$ cat config.mk
export PLATFORM = sky130hd
export DESIGN_NAME = rtcam_top
export DESIGN_NICKNAME = d
export VERILOG_FILES = /design/src/core/rtcam_pkg.sv /design/src/core/rtcam_match.sv /design/src/core/rtcam_top.sv
export SDC_FILE = /design/constraint.sdc
export NUM_CORES = 1
export LEC_CHECK = 0
export BUFFER_PORTS_ARGS = -buffer_cell sky130_fd_sc_hd__buf_4
export CAP_MARGIN = 0
export CORE_MARGIN = 4
export CORE_UTILIZATION = 35
export CTS_BUF_LIST = sky130_fd_sc_hd__clkbuf_4
export CTS_CLUSTER_SIZE = 20
export DETAILED_ROUTE_END_ITERATION = 12
export PLACE_DENSITY = 0.51
export SLEW_MARGIN = 30
export SYNTH_ARGS = -nofsm -noshare
export SYNTH_HDL_FRONTEND = slang
export SYNTH_SLANG_ARGS = --single-unit
$ cat constraint.sdc
create_clock -name ref_clk_i -period 4.5 [get_ports ref_clk_i]
set_input_delay 0.9 -clock ref_clk_i [delete_from_list [all_inputs] [get_ports ref_clk_i]]
set_output_delay 0.9 -clock ref_clk_i [all_outputs]
set_load 0.05 [all_outputs]
$ cat src/core/rtcam_pkg.sv
// Shared constants, types and register map of the alarm and clock-out block.
// Overview of operation
// - Match-select picks seconds, minutes, hours, weekday or date; code 110 never matches.
// - Code 101 matches hundredths on alarm 1 only; alarm 0 treats it reserved.
// - Code 111 matches seconds, minutes, hours, weekday and date, not hundredths; alarm 0 also requires the month to match.
// - Hours compare honours 12/24-hour format and the afternoon indicator.
// - A selected match on an enabled alarm sets the sticky hit flag at weekday register bit 3.
// - Writing zero clears the hit flag; writing one leaves it unchanged.
// - Weekday value sits in bits 2-0, resets to 1, software loads 1 to 7.
// - Date match is BCD in bits 5-0, bits 7-6 read zero, resets to 0x01.
// - Month match at 0x11 is BCD in bits 4-0, bits 7-5 read zero.
// - Bit 7 of each weekday register is reserved and reads zero.
// - Clock-out enable bit 6 puts the square wave on the pin, else alarms.
// - On backup supply alarms still drive the pin; square wave is disabled.
// - Square-wave settings are kept through backup and resume on main power.
// - Rate select codes 00 to 11 give 1 Hz, 4.096, 8.192, 32.768 kHz.
// - Postscaler divides the oscillator by 32768, 8, 4 or 1.
// - Trimming affects every divided rate but not the 1:1 pass-through.
// - Rate select is ignored when clock out is off or coarse trim is on.
// - Coarse trim bit 2 trims each second and gives a trimmed 1 Hz output.
// - Control bit 5 enables alarm 1 and bit 4 enables alarm 0.
// - Control bit 3 enables an external 32.768 kHz source on the crystal pin.
// - Either enabled alarm pulls the pin low until both flags are cleared.
package rtcam_pkg;

    // ==========================================================
    // Register offsets
    localparam logic [7:0] ADDR_CONTROL = 8'h08;
    localparam logic [7:0] ADDR_A0_SEC = 8'h0c;
    localparam logic [7:0] ADDR_A0_MIN = 8'h0d;
    localparam logic [7:0] ADDR_A0_HOUR = 8'h0e;
    localparam logic [7:0] ADDR_A0_WEEKDAY_VALUE = 8'h0f;
    localparam logic [7:0] ADDR_A0_DATE = 8'h10;
    localparam logic [7:0] ADDR_A0_MONTH = 8'h11;
    localparam logic [7:0] ADDR_A1_HSEC = 8'h12;
    localparam logic [7:0] ADDR_A1_SEC = 8'h13;
    localparam logic [7:0] ADDR_A1_MIN = 8'h14;
    localparam logic [7:0] ADDR_A1_HOUR = 8'h15;
    localparam logic [7:0] ADDR_A1_WEEKDAY_VALUE = 8'h16;
    localparam logic [7:0] ADDR_A1_DATE = 8'h17;

    // ==========================================================
    // Field positions and masks
    localparam int CTL_CLK_OUT_EN = 6;
    localparam int CTL_ALM1_EN = 5;
    localparam int CTL_ALM0_EN = 4;
    localparam int CTL_EXT_OSC = 3;
    localparam int CTL_COARSE_TRIM = 2;
    localparam int WKD_HIT_FLAG = 3;
    localparam int HOUR_FMT_12 = 6;
    localparam logic [7:0] CTL_WMASK = 8'h7f;
    localparam logic [7:0] CTL_RSVD_READ = 8'h80;
    localparam logic [7:0] SEC_MASK = 8'h7f;
    localparam logic [7:0] HOUR_MASK = 8'h3f;
    localparam logic [7:0] DATE_MASK = 8'h3f;
    localparam logic [7:0] MONTH_MASK = 8'h1f;

    // ==========================================================
    // Values after reset
    localparam logic [6:0] CTL_RESET = 7'h00;
    localparam logic [2:0] WEEKDAY_VALUE_RESET = 3'h1;
    localparam logic [5:0] DATE_RESET = 6'h01;
    localparam logic [4:0] MONTH_RESET = 5'h01;

    // ==========================================================
    // Clock-out rate codes and postscaler ratios
    localparam logic [1:0] RATE_1HZ = 2'h0;
    localparam logic [1:0] RATE_4K = 2'h1;
    localparam logic [1:0] RATE_8K = 2'h2;
    localparam logic [1:0] RATE_32K = 2'h3;
    localparam int DIV_1HZ = 32768;
    localparam int DIV_4K = 8;
    localparam int DIV_8K = 4;
    localparam logic [14:0] HALF_1HZ = 15'(DIV_1HZ / 2 - 1);
    localparam logic [14:0] HALF_4K = 15'(DIV_4K / 2 - 1);
    localparam logic [14:0] HALF_8K = 15'(DIV_8K / 2 - 1);

    // ==========================================================
    // Types
    typedef enum logic [2:0] {
        MSEL_SEC = 3'h0,
        MSEL_MIN = 3'h1,
        MSEL_HOUR = 3'h2,
        MSEL_WEEKDAY_VALUE = 3'h3,
        MSEL_DATE = 3'h4,
        MSEL_HSEC = 3'h5,
        MSEL_RSVD = 3'h6,
        MSEL_ALL = 3'h7
    } rtcam_msel_e;

    typedef struct packed {
        logic [7:0] hsec;
        logic [6:0] sec;
        logic [6:0] min;
        logic [6:0] hour;
        logic [2:0] weekday_value;
        logic [5:0] date;
        logic [4:0] month;
    } rtcam_time_s;

    typedef struct packed {
        rtcam_msel_e msel;
        logic [7:0] hsec;
        logic [6:0] sec;
        logic [6:0] min;
        logic [5:0] hour;
        logic [2:0] weekday_value;
        logic [5:0] date;
        logic [4:0] month;
    } rtcam_alarm_s;

endpackage

$ cat src/core/rtcam_match.sv
// Field comparator of one alarm unit.
`timescale 1ns/10ps
module rtcam_match #(
    parameter bit HAS_HSEC = 1'b0,
    parameter bit HAS_MONTH = 1'b0
) (
    input wire rtcam_pkg::rtcam_time_s now_i,
    input wire rtcam_pkg::rtcam_alarm_s cfg_i,
    output logic match_o
);
    import rtcam_pkg::*;

    logic eq_sec;
    logic eq_min;
    logic eq_hour;
    logic eq_wkd;
    logic eq_date;
    logic eq_mon;

    assign eq_sec = now_i.sec == cfg_i.sec;
    assign eq_min = now_i.min == cfg_i.min;
    // format-aware hours
    // Bits 5-0 hold the tens digit and, in 12-hour mode, the afternoon bit.
    assign eq_hour = now_i.hour[5:0] == cfg_i.hour;
    assign eq_wkd = now_i.weekday_value == cfg_i.weekday_value;
    assign eq_date = now_i.date == cfg_i.date;
    assign eq_mon = !HAS_MONTH || (now_i.month == cfg_i.month);

    always_comb begin
        unique case (cfg_i.msel)
            MSEL_SEC: match_o = eq_sec;
            MSEL_MIN: match_o = eq_min;
            MSEL_HOUR: match_o = eq_hour;
            MSEL_WEEKDAY_VALUE: match_o = eq_wkd;
            MSEL_DATE: match_o = eq_date;
            MSEL_HSEC: match_o = HAS_HSEC && (now_i.hsec == cfg_i.hsec);
            MSEL_RSVD: match_o = 1'b0;
            MSEL_ALL: match_o = eq_sec && eq_min && eq_hour && eq_wkd
                && eq_date && eq_mon;
        endcase
    end

endmodule

$ cat src/core/rtcam_top.sv
// Alarm match units, their registers and the multi-function pin driver.
`timescale 1ns/10ps
module rtcam_top (
    input wire logic ref_clk_i,
    input wire logic rst_b_i,
    input wire logic reg_wr_i,
    input wire logic [7:0] reg_addr_i,
    input wire logic [7:0] reg_wdata_i,
    output logic [7:0] reg_rdata_o,
    input wire rtcam_pkg::rtcam_time_s now_i,
    input wire logic osc_tick_i,
    input wire logic osc_level_i,
    input wire logic trim_add_i,
    input wire logic trim_drop_i,
    input wire logic backup_i,
    output logic multi_function_pin_o,
    output logic multi_function_pin_oe_o,
    output logic external_osc_input_o,
    output logic coarse_trim_enable_o
);
    import rtcam_pkg::*;

    // ==========================================================
    // Reset release
    logic rst_meta;
    logic rst_b;

    always_ff @(posedge ref_clk_i or negedge rst_b_i) begin
        if (!rst_b_i) begin
            rst_meta <= 1'b0;
            rst_b <= 1'b0;
        end else begin
            rst_meta <= 1'b1;
            rst_b <= rst_meta;
        end
    end

    // ==========================================================
    // Control register
    logic [6:0] control;
    logic clock_out_enable;
    logic coarse_trim_enable;
    logic [1:0] clock_out_rate_select;
    logic [1:0] alarm_enable;

    // settings kept through backup
    // The register is never touched by the supply state, so the square
    // wave returns by itself when main power comes back.
    always_ff @(posedge ref_clk_i or negedge rst_b) begin
        if (!rst_b) begin
            control <= CTL_RESET;
        end else if (reg_wr_i && reg_addr_i == ADDR_CONTROL) begin
            control <= reg_wdata_i[6:0] & CTL_WMASK[6:0];
        end
    end

    assign clock_out_enable = control[CTL_CLK_OUT_EN];
    assign coarse_trim_enable = control[CTL_COARSE_TRIM];
    assign clock_out_rate_select = control[1:0];
    assign alarm_enable[0] = control[CTL_ALM0_EN];
    assign alarm_enable[1] = control[CTL_ALM1_EN];

    always_ff @(posedge ref_clk_i or negedge rst_b) begin
        if (!rst_b) begin
            external_osc_input_o <= 1'b0;
            coarse_trim_enable_o <= 1'b0;
        end else begin
            external_osc_input_o <= control[CTL_EXT_OSC];
            coarse_trim_enable_o <= coarse_trim_enable;
        end
    end

    // ==========================================================
    // Alarm units
    rtcam_alarm_s alarm_cfg [2];
    logic [1:0] alarm_hit_flag;
    logic [1:0] alarm_match;
    logic [1:0] alarm_match_q;
    logic [1:0] alarm_set;
    logic [1:0] flag_clear;
    logic [7:0] addr_sec [2];
    logic [7:0] addr_min [2];
    logic [7:0] addr_hour [2];
    logic [7:0] addr_wkd [2];
    logic [7:0] addr_date [2];

    assign addr_sec[0] = ADDR_A0_SEC;
    assign addr_sec[1] = ADDR_A1_SEC;
    assign addr_min[0] = ADDR_A0_MIN;
    assign addr_min[1] = ADDR_A1_MIN;
    assign addr_hour[0] = ADDR_A0_HOUR;
    assign addr_hour[1] = ADDR_A1_HOUR;
    assign addr_wkd[0] = ADDR_A0_WEEKDAY_VALUE;
    assign addr_wkd[1] = ADDR_A1_WEEKDAY_VALUE;
    assign addr_date[0] = ADDR_A0_DATE;
    assign addr_date[1] = ADDR_A1_DATE;

    genvar g;
    generate
        for (g = 0; g < 2; g++) begin : g_alarm
            logic wr_wkd;

            assign wr_wkd = reg_wr_i && reg_addr_i == addr_wkd[g];

            always_ff @(posedge ref_clk_i or negedge rst_b) begin
                if (!rst_b) begin
                    alarm_cfg[g].msel <= MSEL_SEC;
                    alarm_cfg[g].sec <= 7'h00;
                    alarm_cfg[g].min <= 7'h00;
                    alarm_cfg[g].hour <= 6'h00;
                    alarm_cfg[g].weekday_value <= WEEKDAY_VALUE_RESET;
                    alarm_cfg[g].date <= DATE_RESET;
                end else if (reg_wr_i) begin
                    if (reg_addr_i == addr_sec[g]) begin
                        alarm_cfg[g].sec <= reg_wdata_i[6:0];
                    end
                    if (reg_addr_i == addr_min[g]) begin
                        alarm_cfg[g].min <= reg_wdata_i[6:0];
                    end
                    if (reg_addr_i == addr_hour[g]) begin
                        alarm_cfg[g].hour <= reg_wdata_i[5:0];
                    end
                    if (wr_wkd) begin
                        alarm_cfg[g].msel <= rtcam_msel_e'(reg_wdata_i[6:4]);
                        alarm_cfg[g].weekday_value <= reg_wdata_i[2:0];
                    end
                    if (reg_addr_i == addr_date[g]) begin
                        alarm_cfg[g].date <= reg_wdata_i[5:0];
                    end
                end
            end

            assign flag_clear[g] = wr_wkd && !reg_wdata_i[WKD_HIT_FLAG];
            assign alarm_set[g] = alarm_enable[g] && alarm_match[g]
                && !alarm_match_q[g];

            always_ff @(posedge ref_clk_i or negedge rst_b) begin
                if (!rst_b) begin
                    alarm_hit_flag[g] <= 1'b0;
                    alarm_match_q[g] <= 1'b0;
                end else begin
                    alarm_match_q[g] <= alarm_match[g];
                    if (alarm_set[g]) begin
                        alarm_hit_flag[g] <= 1'b1;
                    end else if (flag_clear[g]) begin
                        alarm_hit_flag[g] <= 1'b0;
                    end
                end
            end

            rtcam_match #(
                .HAS_HSEC(g == 1),
                .HAS_MONTH(g == 0)
            ) u_match (
                .now_i(now_i),
                .cfg_i(alarm_cfg[g]),
                .match_o(alarm_match[g])
            );

        end
    endgenerate

    // Hundredths on alarm 1 and month on alarm 0 only.
    logic [7:0] a1_hsec;
    logic [4:0] a0_month;

    always_ff @(posedge ref_clk_i or negedge rst_b) begin
        if (!rst_b) begin
            a1_hsec <= 8'h00;
            a0_month <= MONTH_RESET;
        end else if (reg_wr_i) begin
            if (reg_addr_i == ADDR_A1_HSEC) begin
                a1_hsec <= reg_wdata_i;
            end
            if (reg_addr_i == ADDR_A0_MONTH) begin
                a0_month <= reg_wdata_i[4:0];
            end
        end
    end

    // The unused copies stay constant and are ignored by the comparator.
    always_comb begin
        alarm_cfg[0].hsec = 8'h00;
        alarm_cfg[0].month = a0_month;
        alarm_cfg[1].hsec = a1_hsec;
        alarm_cfg[1].month = 5'h00;
    end

    // ==========================================================
    // Register read-back
    logic [7:0] next_rdata;

    always_comb begin
        next_rdata = 8'h00;
        unique case (reg_addr_i)
            ADDR_CONTROL: next_rdata = CTL_RSVD_READ | {1'b0, control};
            ADDR_A0_SEC: next_rdata = {1'b0, alarm_cfg[0].sec};
            ADDR_A0_MIN: next_rdata = {1'b0, alarm_cfg[0].min};
            ADDR_A0_HOUR: next_rdata = {1'b0, now_i.hour[HOUR_FMT_12],
                alarm_cfg[0].hour};
            ADDR_A0_WEEKDAY_VALUE: next_rdata = {1'b0, alarm_cfg[0].msel,
                alarm_hit_flag[0], alarm_cfg[0].weekday_value};
            ADDR_A0_DATE: next_rdata = {2'h0, alarm_cfg[0].date};
            ADDR_A0_MONTH: next_rdata = {3'h0, a0_month};
            ADDR_A1_HSEC: next_rdata = a1_hsec;
            ADDR_A1_SEC: next_rdata = {1'b0, alarm_cfg[1].sec};
            ADDR_A1_MIN: next_rdata = {1'b0, alarm_cfg[1].min};
            ADDR_A1_HOUR: next_rdata = {1'b0, now_i.hour[HOUR_FMT_12],
                alarm_cfg[1].hour};
            ADDR_A1_WEEKDAY_VALUE: next_rdata = {1'b0, alarm_cfg[1].msel,
                alarm_hit_flag[1], alarm_cfg[1].weekday_value};
            ADDR_A1_DATE: next_rdata = {2'h0, alarm_cfg[1].date};
            default: next_rdata = 8'h00;
        endcase
    end

    always_ff @(posedge ref_clk_i or negedge rst_b) begin
        if (!rst_b) begin
            reg_rdata_o <= 8'h00;
        end else begin
            reg_rdata_o <= next_rdata;
        end
    end

    // ==========================================================
    // Square-wave postscaler
    logic trimmed_tick;
    logic [14:0] half_count;
    logic [14:0] half_limit;
    logic divided_wave;
    logic square_wave;
    logic pass_through;

    // trim acts on divided rates only
    assign trimmed_tick = (osc_tick_i && !trim_drop_i) || trim_add_i;

    always_comb begin
        half_limit = HALF_1HZ;
        if (!coarse_trim_enable) begin
            unique case (clock_out_rate_select)
                RATE_1HZ: half_limit = HALF_1HZ;
                RATE_4K: half_limit = HALF_4K;
                RATE_8K: half_limit = HALF_8K;
                RATE_32K: half_limit = HALF_1HZ;
            endcase
        end
    end

    assign pass_through = !coarse_trim_enable
        && clock_out_rate_select == RATE_32K;

    always_ff @(posedge ref_clk_i or negedge rst_b) begin
        if (!rst_b) begin
            half_count <= 15'h0000;
            divided_wave <= 1'b0;
        end else if (!clock_out_enable) begin
            half_count <= 15'h0000;
            divided_wave <= 1'b0;
        end else if (trimmed_tick) begin
            if (half_count >= half_limit) begin
                half_count <= 15'h0000;
                divided_wave <= !divided_wave;
            end else begin
                half_count <= half_count + 15'h0001;
            end
        end
    end

    assign square_wave = pass_through ? osc_level_i : divided_wave;

    // ==========================================================
    // Multi-function pin
    logic sqw_mode;
    logic any_flag;

    // clock out selects the pin source
    assign sqw_mode = clock_out_enable && !backup_i;
    assign any_flag = |alarm_hit_flag;

    always_ff @(posedge ref_clk_i or negedge rst_b) begin
        if (!rst_b) begin
            multi_function_pin_o <= 1'b1;
            multi_function_pin_oe_o <= 1'b0;
        end else if (sqw_mode) begin
            multi_function_pin_o <= square_wave;
            multi_function_pin_oe_o <= 1'b1;
        end else begin
            multi_function_pin_o <= !any_flag;
            multi_function_pin_oe_o <= any_flag;
        end
    end
endmodule

After elaboration in Yosys (flattened, before gate mapping)
Index checks and enable logic that the tools add are counted.
{"block": "totals", "regBits": 118, "inputBits": 67, "output_inout_bits": 12, "wordCells": 143}
{"block": "op_classes", "n_addsub": 1, "order_cmp": 1, "eq_ne": 44, "muxes": 18, "n_reduce_logical": 51}
{"operator": "8-bit one-hot mux with 13 select lines", "count": 1}
{"operator": "8-bit by 5-bit == test with 1-bit output, second input constant", "count": 8}
{"operator": "15-bit 2-to-1 mux", "count": 4}
{"operator": "15-bit one-hot mux with 3 select lines", "count": 1}
{"operator": "8-bit by 4-bit == test with 1-bit output, second input constant", "count": 5}
{"operator": "7-bit == test", "count": 4}
{"operator": "2-bit AND reduction", "count": 13}
{"operator": "3-bit == test, second input constant", "count": 8}
{"operator": "6-bit == test", "count": 4}
{"operator": "1-bit logical AND", "count": 21}
{"operator": "15-bit by 1-bit adder with 15-bit output, second input constant", "count": 1}
{"operator": "15-bit >= comparator", "count": 1}
{"operator": "3-bit by 2-bit == test with 1-bit output, second input constant", "count": 4}
{"operator": "1-bit 2-to-1 mux", "count": 10}
{"operator": "8-bit == test", "count": 1}
{"operator": "1-bit logical NOT", "count": 8}
{"operator": "1-bit one-hot mux with 8 select lines", "count": 1}
{"operator": "1-bit one-hot mux with 7 select lines", "count": 1}
{"operator": "3-bit by 1-bit == test with 1-bit output, second input constant", "count": 2}
{"operator": "3-bit == test", "count": 2}
{"operator": "3-bit logical NOT", "count": 2}
{"operator": "2-bit OR reduction", "count": 3}
{"operator": "5-bit == test", "count": 1}
{"operator": "2-bit == test, second input constant", "count": 2}
{"operator": "other kinds (5)", "count": 7}

Logic depth before layout (Yosys ltp)
{"block": "depth", "ltp_word": 10, "mapped_depth": 11, "mapped_depth_nobuf": 10}

Modules after synthesis
From an unflattened synthesis, not the netlist that was laid out.
{"block": "hier_totals", "cells_unflattened": 581, "hier_area_um2": 6446.2}
{"mod": "rtcam_top", "instances": 1, "cells_each": 462, "area_each_um2": 5526.6, "seq_area_each_um2": 2960.3}
{"mod": "rtcam_match (g_alarm[1].u_match)", "instances": 1, "cells_each": 63, "area_each_um2": 489.2, "seq_area_each_um2": 0.0}
{"mod": "rtcam_match (g_alarm[0].u_match)", "instances": 1, "cells_each": 56, "area_each_um2": 430.4, "seq_area_each_um2": 0.0}

Worst setup path after synthesis
Ideal clock, no wire load.
{"block": "synth_path", "path_type": "reg-to-reg", "from": "register control[0]", "to": "register divided_wave", "setup_time_ns": 0.125, "arrival_ns": 2.770, "required_ns": 4.375, "slack_ns": 1.605, "stages_incl_launch_ff": 11, "path_buffers": 0, "synth_period_minus_slack_ns": 2.895, "cell_sequence": "dfrtp_1 -> inv_1 -> ha_1 -> nor2_1 -> ha_1 -> and4_4 -> a2111oi_2 -> o221ai_1 -> a31oi_2 -> nor2_2 -> mux2_2"}
{"block": "synth_between", "elab_chain_len": 7, "word_cells_on_any_way": 10, "classes_between": "order compare: 1; eq/ne: 4; mux: 2; reduce/logical: 3"}
{"element": "start: declaration", "line": "rtcam_top.sv:40", "rtl": "logic [6:0] control;"}
{"element": "start signal: assignment", "line": "rtcam_top.sv:53", "rtl": "control <= reg_wdata_i[6:0] & CTL_WMASK[6:0];"}
{"element": "2-bit == test or 2-bit logical NOT (tied branches)", "line": "rtcam_top.sv:240", "rtl": "unique case (clock_out_rate_select)"}
{"element": "2-bit OR reduction (no source line)"}
{"element": "15-bit one-hot mux with 3 select lines (*)", "line": "rtcam_top.sv:240"}
{"element": "15-bit 2-to-1 mux (*)", "line": "rtcam_top.sv:239", "rtl": "if (!coarse_trim_enable) begin"}
{"element": "15-bit >= comparator (*)", "line": "rtcam_top.sv:260", "rtl": "if (half_count >= half_limit) begin"}
{"element": "2-bit by 1-bit != test with 1-bit output (no source line) (*)"}
{"element": "2-bit AND reduction (no source line) (*)"}
{"element": "end signal: assignment", "line": "rtcam_top.sv:262", "rtl": "divided_wave <= !divided_wave;"}
{"element": "end: declaration", "line": "rtcam_top.sv:230", "rtl": "logic divided_wave;"}
Every way passes the cells marked *; elsewhere a longest branch is shown, timed or not. The select of a mux whose other input is x is not followed.
A chain may end at the register's enable or synchronous reset.

Worst setup path after layout
Same ends and word-level chain as after synthesis.

==> results <==
- Clock skew on the completed layout was measured at about 0.024 ns.
- In this run, synthesis produced a sequential element count of approximately 120.
- Of all flip-flops after synthesis, the portion carrying an async set or reset was 100.0%.
- The sum of net half-perimeters after detailed placement is 14.88 mm.
- The share of total power in the clock network is a little under two fifths.
- The H-tree depth reported by CTS is 4.
- The number of vias after detailed routing is 5036.
- The buffer type at the clock tree root is sky130_fd_sc_hd__clkbuf_4.
- The number of antenna violations at the first check in global routing came to 2.
- The power share of the sequential group is between 40 and 50%.
- The TritonCTS clock tree is done.
- The static leakage is 3.574 nW.
- The count of routing violations after the opening detailed-route iteration is 312.
- The overall die width is 146.2 µm.
- The clock transition at the registers of the reported paths is 0.12 ns.
- The synthesized area is about 6700 µm².
- The count of endpoints failing setup in the final report is 0.
- The flow ran to the end, and the final reports show no timing, DRC or antenna violations.
- The final cell area excluding filler cells is 7819 µm².
- For this run, the register share of the synthesized area comes to 44.27%.
- The synthesized design contains 0 enable-type register cells.
- The worst relative slew slack is 40.14%.
- In this run the worst path has a maximum fanout of 13.
- The worst setup path category is flop to flop.
- The commonest cells after synthesis are sky130_fd_sc_hd__dfrtp_1 (112), sky130_fd_sc_hd__mux2_2 (90), sky130_fd_sc_hd__xnor2_1 (50).
- The slew at the pin closest to its max-slew limit is 0.8961 ns.
- 79 I/O pins were placed.
- The post-cts repair resize count is 0.
- The min-delay analysis places its worst path in the category input port to async pin.
- The global route total overflow is 0.
- The wire length after detailed routing is 20.11 mm.
- The number of nets in the layout is 748.
- The top-area cell type share of the netlist area is 41.91%.
- The post-cts hold buffer count is 0.
- Setup repair after global routing left no endpoint under its margin.
- The number of nets produced by synthesis is 671.
- At the later pin of the worst-skew pair, clock insertion delay measures roughly 0.56 ns.
- Across all hold checks on the routed design, the worst slack comes to 0.1124 ns.
- Among all cell types in the netlist, the one instantiated most often is sky130_fd_sc_hd__dfrtp_1.
- In this run, the combinational gates consume 13.7% of the power.
- In the routed design, unresolved DRC markers number 0.
- The maximum number of pins on one net before global-route repair is 65.
- Derived from the worst setup path, the maximum achievable clock frequency is 296.6 MHz.
- The first global-routing pass estimated 31.67 mm of wire.
- The cell area after placement is between 7000 and 8000 µm².
- The number of hold violations in the final report is 0.
- The setup fix buffers added after clock tree synthesis is 0.
- The average instance in the mapped netlist occupies 11.37 µm².
- The analysis attributes to net switching a power of 0.7074 mW.
- The number of warnings issued by yosys is 0.
- The main flop type after synthesis is sky130_fd_sc_hd__dfrtp_1.
- The final weighted congestion in routability-driven placement is 0.8742.
- Data on the critical path is required at its endpoint by 4.94 ns.
- The final-report max-slew violation count was 0.
- Once detail routing completed, the nets flagged for antenna violations numbered 0.
- After filler insertion, the fill cell instance count of the layout stands at 1849.
- The area growth from synthesis to final layout is 16.91%.
- The count of placed standard cells in the final layout, fillers left out is between 900 and 1000.
- STA classifies the critical path endpoint as a flop.
- The vertical extent of the die is 146.2 µm.
- For this configuration, the core starts out at a cell density of 35.63%.
- The accumulated negative setup slack is 0 ns.
- Across the run, the number of max-cap violations was 0.
- The clock sink total is 118.
- Synthesis instantiated 65 different standard cells from the library.
- The cell-internal power is between 1.5 and 2 mW.
- The total power density per cell area is 308.9 nW/µm².
- Cells with a size suffix above 1 make up about 34% of the layout.
- The per-cell via count in the routed design is 5.510.
- The maximum buffer depth of the clock tree is 2.
- After layout, the minimum clock period comes to about 3.4 ns.
- The overall power is 2.415 mW.
- Data arrives at the worst endpoint at 3.81 ns.
- The number of global-route vias before repair is 5300.
- VDD sags by at most 0.1495 mV.
- The area of the core is 18770 µm².
- After floorplanning, the core was divided into 50 placement rows.
- The cell type with the largest total area after synthesis is sky130_fd_sc_hd__dfrtp_1.
- The count of mapped cells out of synthesis is 588.
- Global routing used 19.34% of the available tracks.
- The area enclosed by the die boundary is 21380 µm².
- The number of buffers inserted during clock tree synthesis is 17.
- The final routed wire length divided by cell count is 22.01 µm.
- The net switching share of the total power is 29.29%.
- The number of input and output port buffers inserted is 78.
- The first detailed-routing pass ran for 5 iterations.
- In the post-synthesis netlist, the biggest area contributors are sky130_fd_sc_hd__dfrtp_1 (42%), sky130_fd_sc_hd__mux2_2 (15%), sky130_fd_sc_hd__xnor2_1 (6.5%), sky130_fd_sc_hd__xor2_1 (4.3%), sky130_fd_sc_hd__ha_1 (3.0%).
- The part of the cycle the worst path needs is 74.91%.
- The number of instances in the placed design is 880.
- The startpoint type of the worst setup path is a flop.
-- placed cells by master, fill, tap and decap left out, types with 8 or more instances in the layout --
| cell | count |
|---|---|
| sky130_fd_sc_hd__dfrtp_1 | 111 |
| sky130_fd_sc_hd__mux2_2 | 90 |
| sky130_fd_sc_hd__buf_4 | 84 |
| sky130_fd_sc_hd__xnor2_1 | 50 |
| sky130_fd_sc_hd__nand2_1 | 37 |
| sky130_fd_sc_hd__xor2_1 | 33 |
| sky130_fd_sc_hd__nor2_1 | 27 |
| sky130_fd_sc_hd__nand3_1 | 18 |
| sky130_fd_sc_hd__nand4_1 | 18 |
| sky130_fd_sc_hd__clkbuf_4 | 17 |
| sky130_fd_sc_hd__ha_1 | 16 |
| sky130_fd_sc_hd__o21ai_0 | 14 |
| sky130_fd_sc_hd__a22oi_1 | 12 |
| sky130_fd_sc_hd__a21oi_1 | 11 |
| sky130_fd_sc_hd__inv_1 | 10 |
| sky130_fd_sc_hd__nor2b_1 | 8 |
| sky130_fd_sc_hd__nor4_1 | 8 |
| sky130_fd_sc_hd__and3_1 | 8 |
-- through the flow --
step | utilization [%] | setup slack [ns]
detailed placement | 39.87 | 1.090
global route | 41.66 | 0.8631
global placement | 39.87 | 1.270
finish | 41.66 | 1.129
floorplan | - | 0.9797
CTS | 41.63 | 1.072
-- per-layer routing --
metal,routed length (µm),vias to the layer above,global-route usage [%]
met2,8876,153,28.71
met3,1169,30,4.811
met1,9603,2556,27.72
li1,-,2297,-
met5,0,-,0
met4,463,0,6.303
-- power by group through the flow --
stage,clock [mW],combinational [mW],sequential [mW]
floorplan,0,0.167,1.22
global placement,0,0.327,1.20
detailed placement,0,0.331,1.21
CTS,0.921,0.333,1.18
global route,0.969,0.360,1.19
finish,0.900,0.331,1.18
-- cell families after synthesis --
family	count (synthesis)	synth area share, %
other	1	0.05607
flip-flops	118	44.27
AND/OR/NAND/NOR	159	14.14
XOR/XNOR	83	10.87
adder cells (fa/ha/maj)	16	2.993
buffers and inverters	36	2.545
multiplexers	98	16.73
AO/OA/AOI/OAI	77	8.401
-- final timing paths --
path / depth (start not counted) / slack (ns) / from / endpoint
min in group ref_clk_i: 0 / 0.36 / rst_meta / rst_b
max in group asynchronous: 1 / 2.77 / rst_b / alarm_cfg[29]
min reg2reg: 0 / 0.36 / rst_meta / rst_b
min: 1 / 0.11 / rst_b_i / rst_b
max reg2reg: 10 / 1.13 / control[0] / divided_wave
max: 10 / 1.13 / control[0] / divided_wave
-- state kept, by name, summed over array words and instances (netlist names) --
| register | flops |
|---|---|
| reg_rdata_o | 8 |
| divided_wave | 1 |
| coarse_trim_enable_o | 1 |
| a1_hsec | 8 |
| control | 7 |
| alarm_hit_flag | 2 |
| rst_b | 1 |
| multi_function_pin_o | 1 |
| half_count | 15 |
| alarm_match_q | 2 |
| multi_function_pin_oe_o | 1 |
| alarm_cfg | 64 |
| external_osc_input_o | 1 |
| rst_meta | 1 |
| a0_month | 5 |
-- worst max-delay path, stage by stage, from the launching register on --
cell and delay [ns]:
sky130_fd_sc_hd__dfrtp_1 0.41, sky130_fd_sc_hd__inv_1 0.06, sky130_fd_sc_hd__ha_1 0.28, sky130_fd_sc_hd__nor2_1 0.63
sky130_fd_sc_hd__ha_1 0.39, sky130_fd_sc_hd__and4_4 0.21, sky130_fd_sc_hd__a2111oi_2 0.33, sky130_fd_sc_hd__o221ai_1 0.19
sky130_fd_sc_hd__a31oi_2 0.29, sky130_fd_sc_hd__nor2_2 0.18, sky130_fd_sc_hd__mux2_2 0.30
-- final cells by class --
type                            instances  area [µm²]  share of cell area [%]
Inverter                               10       37.54                  0.4801
Clock inverter                         15       203.9                   2.608
Sequential cell                       118        2964                   37.91
Clock buffer                           17       127.6                   1.632
Timing Repair Buffer                   84       630.6                   8.065
Multi-Input combinational cell        434        3557                   45.50
Tap cell                              234       292.8                   3.745
Antenna cell                            2       5.005                 0.06401
Power figures use the tool's default switching activity.
